File: config.mk
export PLATFORM = sky130hd
export DESIGN_NAME = tks_scanner
export DESIGN_NICKNAME = d
export VERILOG_FILES = /design/src/include/tks_pkg.sv /design/src/design/tks_charge_clk.sv /design/src/design/tks_scanner.sv
export VERILOG_INCLUDE_DIRS = /design/src /design/src/include
export SDC_FILE = /design/constraint.sdc
export NUM_CORES = 1
export LEC_CHECK = 0
export BUFFER_PORTS_ARGS = -buffer_cell sky130_fd_sc_hd__buf_2
export CORE_ASPECT_RATIO = 0.7
export CORE_UTILIZATION = 40
export CTS_CLUSTER_SIZE = 30
export DETAILED_ROUTE_END_ITERATION = 8
export SLEW_MARGIN = 20
export SYNTH_ARGS = -nofsm -noshare
export SYNTH_HDL_FRONTEND = slang
export SYNTH_SLANG_ARGS = --single-unit
File: constraint.sdc
create_clock -name core_clk -period 5.51 [get_ports core_clk]
set_input_delay 0.551 -clock core_clk [delete_from_list [all_inputs] [get_ports core_clk]]
set_output_delay 0.551 -clock core_clk [all_outputs]
set_load 0.05 [all_outputs]
File: src/include/tks_consts.svh
// Register map, field layout, reset values and timing counts of the touch-key scanner
`ifndef TKS_CONSTS_SVH
`define TKS_CONSTS_SVH
// ----------------------------------------
// Register offsets
// ----------------------------------------
`define TKS_OFF_TRIGGER 6'h00
`define TKS_OFF_CFG_A 6'h04
`define TKS_OFF_CFG_B 6'h08
`define TKS_OFF_CHAN 6'h0C
`define TKS_OFF_IRQ 6'h10
`define TKS_OFF_ANA 6'h14
`define TKS_OFF_PIN_LO 6'h18
`define TKS_OFF_PIN_HI 6'h1C
`define TKS_OFF_PULLUP 6'h20
`define TKS_OFF_RESULT 6'h24
// ----------------------------------------
// Field positions
// ----------------------------------------
`define TKS_GO_BIT 0
`define TKS_SW_OFF_BIT 6
`define TKS_PAR_BIT 6
`define TKS_IRQ_EN_BIT 0
`define TKS_IRQ_STAT_BIT 1
`define TKS_IRQ_CLR_BIT 2
`define TKS_PREDIS_BIT 0
`define TKS_PRECHG_BIT 1
`define TKS_DS_LSB 2
`define TKS_WIDTH_LSB 4
`define TKS_VTH_LSB 0
`define TKS_RES_LSB 4
// ----------------------------------------
// Reset values
// ----------------------------------------
`define TKS_CFG_A_RST 7'h00
`define TKS_CFG_B_RST 7'h70
`define TKS_CHAN_RST 7'h00
`define TKS_ANA_RST 6'h20
`define TKS_PULLUP_RST 8'h00
// ----------------------------------------
// Timing
// ----------------------------------------
`define TKS_CLK_MHZ 25
`define TKS_PREDIS_SHORT_US 2
`define TKS_PREDIS_LONG_US 10
`define TKS_PRECHG_SHORT_US 20
`define TKS_PRECHG_LONG_US 40
`define TKS_PREDIS_SHORT_CYC (`TKS_PREDIS_SHORT_US * `TKS_CLK_MHZ)
`define TKS_PREDIS_LONG_CYC (`TKS_PREDIS_LONG_US * `TKS_CLK_MHZ)
`define TKS_PRECHG_SHORT_CYC (`TKS_PRECHG_SHORT_US * `TKS_CLK_MHZ)
`define TKS_PRECHG_LONG_CYC (`TKS_PRECHG_LONG_US * `TKS_CLK_MHZ)
`define TKS_WIDTH_BASE 9
`define TKS_DIV_BASE 4
`define TKS_DIV_NORMAL 6'h3E
`define TKS_DIV_UNIFORM 6'h3F
`define TKS_RAND_MIN_HALF 8
`define TKS_PULLUP_TOP 9'h1FF
`endif

File: src/include/tks_pkg.sv
// Types shared by the touch-key scanner modules
package tks_pkg;
   typedef enum logic [2:0] {ST_IDLE, ST_PRE_DIS, ST_PRE_CHG, ST_COUNT, ST_DONE} tks_state_t;
   // Analog front-end controls, all registered
   typedef struct packed {
      logic sw_clk;
      logic discharge;
      logic precharge;
      logic parallel;
      logic [5:0] chan;
      logic [8:0] pullup_half_ua;
      logic [1:0] res_sel;
      logic [2:0] threshold_level_sel;
   } tks_afe_t;
endpackage : tks_pkg

File: src/design/tks_charge_clk.sv
// Charge-discharge clock generator: fixed divider or pseudo-random spread
`include "tks_consts.svh"
module tks_charge_clk
(
   // Clock and reset
   input wire logic core_clk,
   input wire logic rst_n,
   // Control
   input wire logic run,
   input wire logic [5:0] div_code,
   // Clock out
   output logic sw_clk,
   output logic sw_edge
);
   // Seven bits: the slowest fixed code needs a half period of 65 ticks
   logic [6:0] half_cnt;
   logic [6:0] half_len;
   logic [15:0] lfsr;
   logic rand_mode;

   assign rand_mode = (div_code == `TKS_DIV_NORMAL) || (div_code == `TKS_DIV_UNIFORM);

   // Half period: fixed code+4 ticks, or random 8..23 ticks around the mid rate
   always_comb
   begin
      if (div_code == `TKS_DIV_UNIFORM)
         half_len = 7'(`TKS_RAND_MIN_HALF) + {3'h0, lfsr[3:0]};
      else if (div_code == `TKS_DIV_NORMAL)
         half_len = 7'(`TKS_RAND_MIN_HALF) + {4'h0, lfsr[2:0]} + {4'h0, lfsr[6:4]}; // Peaks mid
      else
         half_len = {1'b0, div_code} + 7'(`TKS_DIV_BASE);
   end

   // Reset-seeded LFSR; only advances on edges so the pattern stays per period
   always_ff @(posedge core_clk)
   begin
      if (!rst_n)
         lfsr <= 16'hACE1;
      else if (sw_edge)
         lfsr <= {lfsr[14:0], lfsr[15] ^ lfsr[13] ^ lfsr[12] ^ lfsr[10]};
   end

   // Half-period counter and output toggle
   always_ff @(posedge core_clk)
   begin
      if (!rst_n || !run)
      begin
         half_cnt <= 7'h00;
         sw_clk <= 1'b0;
      end
      else if (half_cnt + 7'h01 >= half_len)
      begin
         half_cnt <= 7'h00;
         sw_clk <= ~sw_clk;
      end
      else
         half_cnt <= half_cnt + 7'h01;
   end

   assign sw_edge = run && (half_cnt + 7'h01 >= half_len);
endmodule : tks_charge_clk

File: src/design/tks_scanner.sv
// Touch-key scan controller: registers, scan sequencer and counter
`include "tks_consts.svh"
module tks_scanner
(
   // Clock and reset
   input wire logic core_clk,
   input wire logic rst_n,
   // Register port
   input wire logic [5:0] addr,
   input wire logic [31:0] wdata,
   input wire logic wr_stb,
   input wire logic rd_stb,
   output logic [31:0] rdata,
   // System controls from other blocks
   input wire logic touch_clock_gate,
   input wire logic touch_power_down,
   // Analog front end
   input wire logic pad_cmp,
   output tks_pkg::tks_afe_t afe,
   output logic [63:0] sense_pin_en,
   // Events
   output logic scan_irq,
   output logic wake_req
);
   // ----------------------------------------
   // Storage
   // ----------------------------------------
   logic scan_go;
   logic [6:0] cfg_a;
   logic [6:0] cfg_b;
   logic [6:0] chan_cfg;
   logic irq_en;
   logic scan_done;
   logic [5:0] analog_block_switches;
   logic [31:0] pin_lo;
   logic [31:0] pin_hi;
   logic [7:0] pullup_code;
   logic [15:0] scan_count_result;
   tks_pkg::tks_state_t state;
   logic [9:0] tcnt;
   logic [16:0] win;
   logic [15:0] raw;
   logic [2:0] ds_cnt;
   logic cmp_s1;
   logic cmp_s2;

   // ----------------------------------------
   // Decode and derived values
   // ----------------------------------------
   logic enabled;
   logic busy;
   logic wr_trig;
   logic wr_irq;
   logic start;
   logic abort;
   logic [2:0] counter_width_sel;
   logic [1:0] count_clock_sel;
   logic [15:0] width_mask;
   logic [2:0] ds_last;
   logic count_tick;
   logic [9:0] dis_cyc;
   logic [9:0] chg_cyc;
   logic sw_clk;

   assign enabled = touch_clock_gate && !touch_power_down;
   assign busy = state != tks_pkg::ST_IDLE;
   assign wr_trig = wr_stb && addr == `TKS_OFF_TRIGGER;
   assign wr_irq = wr_stb && addr == `TKS_OFF_IRQ;
   assign start = wr_trig && wdata[`TKS_GO_BIT] && !scan_go && enabled;
   assign abort = (wr_trig && !wdata[`TKS_GO_BIT] && busy) || !enabled;
   assign counter_width_sel = cfg_b[`TKS_WIDTH_LSB +: 3];
   assign count_clock_sel = cfg_b[`TKS_DS_LSB +: 2];
   assign width_mask = 16'((17'h1FFFF >> (3'd7 - counter_width_sel)) >> 1);
   assign dis_cyc = cfg_b[`TKS_PREDIS_BIT] ? 10'(`TKS_PREDIS_LONG_CYC)
                                           : 10'(`TKS_PREDIS_SHORT_CYC);
   assign chg_cyc = cfg_b[`TKS_PRECHG_BIT] ? 10'(`TKS_PRECHG_LONG_CYC)
                                           : 10'(`TKS_PRECHG_SHORT_CYC);

   // Count clock divide ratio: 25M every tick, 12.5M every 2, 6.25M every 4, about 4.17M every 6
   always_comb
   begin
      case (count_clock_sel)
         2'h0: ds_last = 3'h0;
         2'h1: ds_last = 3'h1;
         2'h2: ds_last = 3'h3;
         default: ds_last = 3'h5;
      endcase
   end
   assign count_tick = state == tks_pkg::ST_COUNT && ds_cnt == ds_last;

   // ----------------------------------------
   // Register writes
   // ----------------------------------------
   // Configuration registers
   always_ff @(posedge core_clk)
   begin
      if (!rst_n)
      begin
         cfg_a <= `TKS_CFG_A_RST;
         cfg_b <= `TKS_CFG_B_RST;
         chan_cfg <= `TKS_CHAN_RST;
         irq_en <= 1'b0;
         analog_block_switches <= `TKS_ANA_RST;
         pin_lo <= 32'h00000000;
         pin_hi <= 32'h00000000;
         pullup_code <= `TKS_PULLUP_RST;
      end
      else if (wr_stb)
      begin
         if (addr == `TKS_OFF_CFG_A)
            cfg_a <= wdata[6:0];
         else if (addr == `TKS_OFF_CFG_B)
            cfg_b <= wdata[6:0];
         else if (addr == `TKS_OFF_CHAN)
            chan_cfg <= wdata[6:0];
         else if (addr == `TKS_OFF_IRQ)
            irq_en <= wdata[`TKS_IRQ_EN_BIT];
         else if (addr == `TKS_OFF_ANA)
            analog_block_switches <= wdata[5:0];
         else if (addr == `TKS_OFF_PIN_LO)
            pin_lo <= wdata;
         else if (addr == `TKS_OFF_PIN_HI)
            pin_hi <= wdata;
         else if (addr == `TKS_OFF_PULLUP)
            pullup_code <= wdata[7:0];
      end
   end

   // Go bit: software sets it, hardware clears it at the end of a scan
   always_ff @(posedge core_clk)
   begin
      if (!rst_n)
         scan_go <= 1'b0;
      else if (state == tks_pkg::ST_DONE || abort)
         scan_go <= 1'b0;
      else if (start)
         scan_go <= 1'b1;
   end

   // Done flag: the set wins over a clear in the same cycle
   always_ff @(posedge core_clk)
   begin
      if (!rst_n)
         scan_done <= 1'b0;
      else if (state == tks_pkg::ST_DONE)
         scan_done <= 1'b1;
      else if (wr_irq && wdata[`TKS_IRQ_CLR_BIT])
         scan_done <= 1'b0;
   end

   // ----------------------------------------
   // Register reads, answered one cycle later
   // ----------------------------------------
   always_ff @(posedge core_clk)
   begin
      if (!rst_n)
         rdata <= 32'h00000000;
      else if (rd_stb)
      begin
         if (addr == `TKS_OFF_TRIGGER)
            rdata <= {31'h0, scan_go};
         else if (addr == `TKS_OFF_CFG_A)
            rdata <= {25'h0, cfg_a};
         else if (addr == `TKS_OFF_CFG_B)
            rdata <= {25'h0, cfg_b};
         else if (addr == `TKS_OFF_CHAN)
            rdata <= {25'h0, chan_cfg};
         else if (addr == `TKS_OFF_IRQ)
            rdata <= {30'h0, scan_done, irq_en}; // Clear bit reads 0
         else if (addr == `TKS_OFF_ANA)
            rdata <= {26'h0, analog_block_switches};
         else if (addr == `TKS_OFF_PIN_LO)
            rdata <= pin_lo;
         else if (addr == `TKS_OFF_PIN_HI)
            rdata <= pin_hi;
         else if (addr == `TKS_OFF_PULLUP)
            rdata <= {24'h0, pullup_code};
         else if (addr == `TKS_OFF_RESULT)
            rdata <= {16'h0, scan_count_result};
         else
            rdata <= 32'h00000000; // Unmapped reads as zero
      end
   end

   // ----------------------------------------
   // Comparator synchroniser
   // ----------------------------------------
   // The pad comparator is asynchronous to the core clock
   always_ff @(posedge core_clk)
   begin
      if (!rst_n)
      begin
         cmp_s1 <= 1'b0;
         cmp_s2 <= 1'b0;
      end
      else
      begin
         cmp_s1 <= pad_cmp;
         cmp_s2 <= cmp_s1;
      end
   end

   // ----------------------------------------
   // Scan sequencer
   // ----------------------------------------
   // Phase order: pre-discharge, pre-charge, counting window, done
   always_ff @(posedge core_clk)
   begin
      if (!rst_n || abort)
      begin
         state <= tks_pkg::ST_IDLE;
         tcnt <= 10'h000;
      end
      else
      begin
         case (state)
            tks_pkg::ST_IDLE:
               if (start)
                  state <= tks_pkg::ST_PRE_DIS;
            tks_pkg::ST_PRE_DIS:
               if (tcnt == dis_cyc - 10'h001)
               begin
                  tcnt <= 10'h000;
                  state <= tks_pkg::ST_PRE_CHG;
               end
               else
                  tcnt <= tcnt + 10'h001;
            tks_pkg::ST_PRE_CHG:
               if (tcnt == chg_cyc - 10'h001)
               begin
                  tcnt <= 10'h000;
                  state <= tks_pkg::ST_COUNT;
               end
               else
                  tcnt <= tcnt + 10'h001;
            tks_pkg::ST_COUNT:
               if (count_tick && win[15:0] == width_mask)
                  state <= tks_pkg::ST_DONE;
            default:
               state <= tks_pkg::ST_IDLE;
         endcase
      end
   end

   // Count clock divider, restarted at every scan
   always_ff @(posedge core_clk)
   begin
      if (!rst_n || state != tks_pkg::ST_COUNT || ds_cnt == ds_last)
         ds_cnt <= 3'h0;
      else
         ds_cnt <= ds_cnt + 3'h1;
   end

   // Window and raw counters; window length is 2^(width+9) count ticks
   always_ff @(posedge core_clk)
   begin
      if (!rst_n || state != tks_pkg::ST_COUNT)
      begin
         win <= 17'h00000;
         raw <= 16'h0000;
      end
      else if (count_tick)
      begin
         win <= win + 17'h00001;
         raw <= raw + {15'h0, cmp_s2};
      end
   end

   // Result is stored one cycle before the flag rises
   always_ff @(posedge core_clk)
   begin
      if (!rst_n)
         scan_count_result <= 16'h0000;
      else if (state == tks_pkg::ST_COUNT && count_tick && win[15:0] == width_mask)
         scan_count_result <= (raw + {15'h0, cmp_s2}) & width_mask;
   end

   // ----------------------------------------
   // Front end and outputs
   // ----------------------------------------
   tks_charge_clk u_charge_clk
   (
      .core_clk(core_clk),
      .rst_n(rst_n),
      .run(state == tks_pkg::ST_COUNT && !cfg_a[`TKS_SW_OFF_BIT]),
      .div_code(cfg_a[5:0]),
      .sw_clk(sw_clk),
      .sw_edge()
   );

   // Registered analog controls; current source in 0.5 steps
   always_ff @(posedge core_clk)
   begin
      if (!rst_n)
      begin
         afe <= '0;
         sense_pin_en <= 64'h0;
      end
      else
      begin
         afe.sw_clk <= sw_clk;
         afe.discharge <= state == tks_pkg::ST_PRE_DIS;
         afe.precharge <= state == tks_pkg::ST_PRE_CHG;
         afe.parallel <= chan_cfg[`TKS_PAR_BIT];
         afe.chan <= chan_cfg[5:0];
         afe.pullup_half_ua <= `TKS_PULLUP_TOP - {1'b0, pullup_code};
         afe.res_sel <= analog_block_switches[`TKS_RES_LSB +: 2];
         afe.threshold_level_sel <= analog_block_switches[`TKS_VTH_LSB +: 3];
         sense_pin_en <= enabled ? {pin_hi, pin_lo} : 64'h0;
      end
   end

   assign scan_irq = scan_done && irq_en;
   assign wake_req = scan_done;
endmodule : tks_scanner

Word-level counts from Yosys, hierarchy flattened
Index checks and enable logic that the tools add are counted.

Reductions and logical operators: 47. Add/subtract/negate cells: 13. Shifts and indexed selects: 1. Bitwise logic cells: 13. Equality and inequality tests: 26. Magnitude comparators: 1. Multiplexer cells: 25.

Operator list (count): $mux 32 (8); $mux 16 (2); $mux 10 (3); $eq 6x5->1 const B (4); $eq 6x6->1 const B (4); $eq 10x10->1 (2); $pmux 10 s2 (1); $add 17x1->17 const B (1); $shr 17x3->17 const A (1); $add 16x1->16 (1); $and 16x16->16 (1); $eq 16x16->1 (1); $logic_and 1x1->1 (16); $mux 7 (2); $eq 6x4->1 const B (2); $mux 3 (4); $pmux 3 s4 (1); $add 10x1->10 const B (1); $sub 10x1->10 const B (1); $not 1->1 (9); $pmux 3 s3 (1); $reduce_and 9->1 (1); $sub 8x1->9 const B (1); $sub 9x8->9 const A (1); other kinds (35) (57).

Bits in registers: 313. Output and inout port bits: 122. Input port bits: 45.

Logic depth before layout (Yosys ltp)
Depth in word-level cells: 11. Depth in mapped cells: 14. Depth with buffers taken out: 12.

By module
A second synthesis with hierarchy kept.

Cell total of the unflattened synthesis: 1406. Area total of the unflattened synthesis: 12764.7 µm².

Modules (own cells, without submodules): tks_scanner (instances 1, area each 11394.7 µm², cells each 1257); tks_charge_clk (instances 1, area each 1370.1 µm², cells each 149).

Worst setup path after synthesis
OpenSTA, ideal clock, no wires.

Kind: flip-flop to flip-flop. Start: reg u_charge_clk.lfsr[0]. End: reg u_charge_clk.lfsr[11]. Path slack: 2.427 ns. Path buffers: 2. Arrival time: 2.961 ns. Period minus slack after synthesis: 3.083 ns. Stages on the path, launching flop included: 15. Library setup time: 0.122 ns. Cell sequence: dfxtp_1 ha_1 inv_1 fa_1 fa_1 nand2b_1 a41oi_1 ha_1 a21o_1 a211oi_1 o21a_1 clkbuf_1 nor2_1 buf_4 mux2i_1.

Longest elaborated chain between the ends: 6.

Ends and longest elaborated chain: from (decl) (RTL line tks_charge_clk.sv:18) `logic [15:0] lfsr;`; from (signal assigned) (RTL line tks_charge_clk.sv:40) `lfsr <= {lfsr[14:0], lfsr[15] ^ lfsr[13] ^ lfsr[12] ^ lfsr[10]};`; $add 4x3->5 (RTL line tks_charge_clk.sv:29) `` half_len = 7'(`TKS_RAND_MIN_HALF) + {4'h0, lfsr[2:0]} + {4'h0, lfsr[6:4]}; ``; $add 7x3->7 (RTL line tks_charge_clk.sv:29); $mux 7 (RTL line tks_charge_clk.sv:28) `` else if (div_code == `TKS_DIV_NORMAL) ``; $mux 7 (*) (RTL line tks_charge_clk.sv:26) `` if (div_code == `TKS_DIV_UNIFORM) ``; $ge 7x7->1 (*) (RTL line tks_charge_clk.sv:60) `assign sw_edge = run && (half_cnt + 7'h01 >= half_len);`; $logic_and 1x1->1 (*) (RTL line tks_charge_clk.sv:60).

Mark *: on every way between the ends. The rest lies on a longest branch, timed or not. A chain may end at the register's enable or synchronous reset.

Final worst setup path
Start: reg u_charge_clk.lfsr[0]. End: reg u_charge_clk.half_cnt[6].

Longest elaborated chain between the ends: 6.

Ends and longest elaborated chain: $add 4x3->5 (RTL line tks_charge_clk.sv:29); $add 7x3->7 (RTL line tks_charge_clk.sv:29); $mux 7 (RTL line tks_charge_clk.sv:28); $mux 7 (*) (RTL line tks_charge_clk.sv:26); $ge 7x7->1 (*) (RTL line tks_charge_clk.sv:51) `else if (half_cnt + 7'h01 >= half_len)`; $reduce_or 2->1 (no source line) (*); to (signal assigned) (RTL line tks_charge_clk.sv:57) `half_cnt <= half_cnt + 7'h01;`; to (decl) (RTL line tks_charge_clk.sv:16) `logic [6:0] half_cnt;`.

Marks and branches as above.

==> impl_metrics.py <==
metrics = {
    "worst_hold_path": {
        "hold_class": "in2reg",
        "worstHoldStart": "rst_n",
    },
    "final_layout": {
        "area_growth_pct": 17.43,
        "layout-drive-gt1-share_pct": 15.99,
        "nNetsFinal": 1623,
    },
    "power_and_ir_drop": {
        "power_density_mw_per_mm2": 314.0,
        "p_leak_nw": 6.005,
        "peakVddDrop_mv": 0.1968,
    },
    "logic_synthesis": {
        "synth_top_family_by_area": "simple AND/OR/NAND/NOR gates",
        "ys_ff_latch": 312,
        "synth_most_common_cell": "dfxtp_1",
        "yosysSeqAreaShare_pct": 48.34,
        "ys_warn_count": 0,
        "synth-compound-area-share_pct": 13.79,
        "synth.top_cell.area_share_pct": 48.34,
        "synth_top_area_cell": "dfxtp_1",
        "synthesis.nets": 1501,
        "netlist_area_mm2": 0.01292,
        "synthTopCellsByArea": "dfxtp_1, nand2_1, and2_1",
        "synth-main-ff-cell": "dfxtp_1",
        "synth_xor_area_share_pct": 4.406,
        "ys_types": 70,
        "avgSynthCellArea_um2": 8.997,
        "synth_adder_area_share_pct": 2.053,
        "synth_common_cells": "dfxtp_1, nand2_1, and2_1",
        "postSynth.asyncResetShare_pct": 0,
        "synth-edff-count": 0,
        "synth_mux_area_share_pct": 4.232,
        "yosys.area_share.simple_pct": 23.19,
        "synthCells": 1436,
    },
    "floorplan": {
        "core.rowCount": 54,
        "die_area_mm2": 0.03303,
        "start_util_pct": 41.03,
        "die_x_um": 216.8,
        "io_pins": 167,
        "core_area_mm2": 0.03149,
        "die_y_um": 152.4,
    },
    "clock_tree": {
        "htree_levels": 2,
        "clock_sinks": 312,
        "ctsResizeCount": 0,
        "postCtsSetupRepairBufs": 0,
        "cts_tree": "built",
        "cts_inserted_buffers": 34,
        "ctsHoldBuffers": 0,
        "clockRootBuffer": "clkbuf_16",
        "insertion_delay_ns": 0.52,
        "clockBufferDepth": 3,
        "clk_pin_slew_ns": 0.06,
    },
    "global_route": {
        "grt_pass1_vias": 9620,
        "track_usage_pct": 20.18,
        "overflow": 0,
        "antenna_found_initial": 2,
        "grt_max_degree": 98,
        "grt_pass1_wl_um": 53520,
    },
    "timing": {
        "clock.fmax_mhz": 305.1,
        "min_period_ns": 3.277,
        "setup_viol": 0,
        "hold_viol_final": 0,
        "finalMaxSlewViolations": 0,
        "tightest_slew_ns": 1.074,
        "rsz0062_at_grt": "false",
        "setup_slack_ns": 2.233,
        "max-slew-margin-rel_pct": 27.78,
        "skew_ns": 0.02097,
        "finalCritPeriodShare_pct": 59.48,
        "fin_setup_tns_ns": 0,
    },
    "routing": {
        "detail-route-antenna-nets": 0,
        "drt_wl_total_um": 33850,
        "vias_per_cell": 5.087,
        "drtIter0Drc": 694,
        "drtPass1Iterations": 5,
        "num_vias": 10200,
        "avgRoutedWirePerCell_um": 16.89,
        "drc": 0,
    },
    "placement": {
        "io_buffer_count": 166,
        "pre_cts_slack_ns": 2.254,
        "dpl.hpwl_um": 22570,
        "place_congestion": 0.8902,
    },
    "setup_path": {
        "cp-start-kind": "register",
        "crit_required_ns": 5.96,
        "path_max_fanout": 10,
        "critical_path_class": "reg2reg",
        "cp-end-kind": "register",
        "cp-startpoint": "u_charge_clk.lfsr[0]",
        "arrival_ns": 3.73,
        "r2r-start": "u_charge_clk.lfsr[0]",
    },
    "flow_run": {
        "maxCapViolCount": 0,
    },
    "status": {
        "status": "complete, no violations",
    },
}
per-stage QoR:
step           total power [mW]  std cells  hold slack, ns  instance area, um2  utilization [%]
4_1_cts                   4.821       2002          0.2011               15170            48.17
3_3_place_gp              2.485       1942          0.4425               14020            44.52
3_5_place_dp              2.485       1942          0.4419               14020            44.52
6_report                  4.764       2004          0.2191               15170            48.19
2_1_floorplan             2.422       1436          0.4119               12920                -
5_1_grt                   4.935       2004          0.2066               15170            48.19
state kept, by name (all words and copies together) (netlist names), 8 cells and up:
name               cells
u_charge_clk.lfsr     16
afe                   24
scan_count_result     16
pullup_code            8
rdata                 32
raw                   16
win                   16
sense_pin_en          64
pin_lo                32
tcnt                  10
pin_hi                32
cells in the final DEF, fill, tap and decap left out, drive strengths merged, types with 4 or more instances in the layout:
cell	instances
a211oi	7
a21boi	90
a21oi	38
a22oi	30
a31oi	4
and2	101
and3	13
and4	5
buf	180
clkbuf	49
clkinv	7
dfxtp	312
ha	18
inv	36
mux2i	49
nand2	240
nand2b	9
nand3	38
nand3b	4
nand4	11
nand4b	4
nor2	70
nor2b	62
nor3	19
nor3b	5
o211ai	7
o21a	10
o21ai	31
o22ai	16
or3	7
xnor2	33
xor2	32
worst paths after layout:
kind | to | slack, ns | cells after the start
max reg2reg | u_charge_clk.half_cnt[6] | 2.23 | 12
min | afe[13] | 0.22 | 1
max | u_charge_clk.half_cnt[6] | 2.23 | 12
min reg2reg | cmp_s2 | 0.45 | 1
cell families (layout without fill, tap and decap cells):
kind of cell | Yosys count | count (layout)
simple gates | 601 | 601
flops | 312 | 312
compound gates | 255 | 255
buf+inv | 130 | 276
xor+xnor | 65 | 65
mux | 53 | 53
fa+ha+maj | 20 | 20
other cells | 0 | 2
layer usage:
layer / track usage, % / share of wire [%]
met5: 0 / 0
met4: 6.003 / 1.8
met3: 3.333 / 5.2
met2: 29.41 / 43
met1: 30.22 / 50
power breakdown:
part	total (mW)	internal, mW	leakage [nW]	switching (mW)
Combinational	0.163	0.0475	2.92	0.115
Sequential	2.27	2.27	2.52	0.00680
Clock	2.33	1.41	0.568	0.920
cell type report:
type	instances	area, um2
well taps	420	525.5
clock inverters	11	110.1
inverters	36	135.1
multi-input cells	994	6171
flip-flops and latches	312	6246
repair buffers	180	938.4
diodes	2	5.005
clock buffers	49	1041
fillers	3063	16310
worst max-delay path, cell delays in order, from the launching register on:
cell      delay (ns)
dfxtp_1         0.36
ha_1            0.19
inv_1           0.06
fa_1            0.39
fa_1            0.37
nand2b_1        0.08
a41oi_1         0.12
ha_1            0.32
a21o_1          0.19
a211oi_1        0.23
o21a_1          0.32
o21ai_0         0.38
nor2b_1         0.20
No activity file was read; power rests on OpenSTA's default activity.
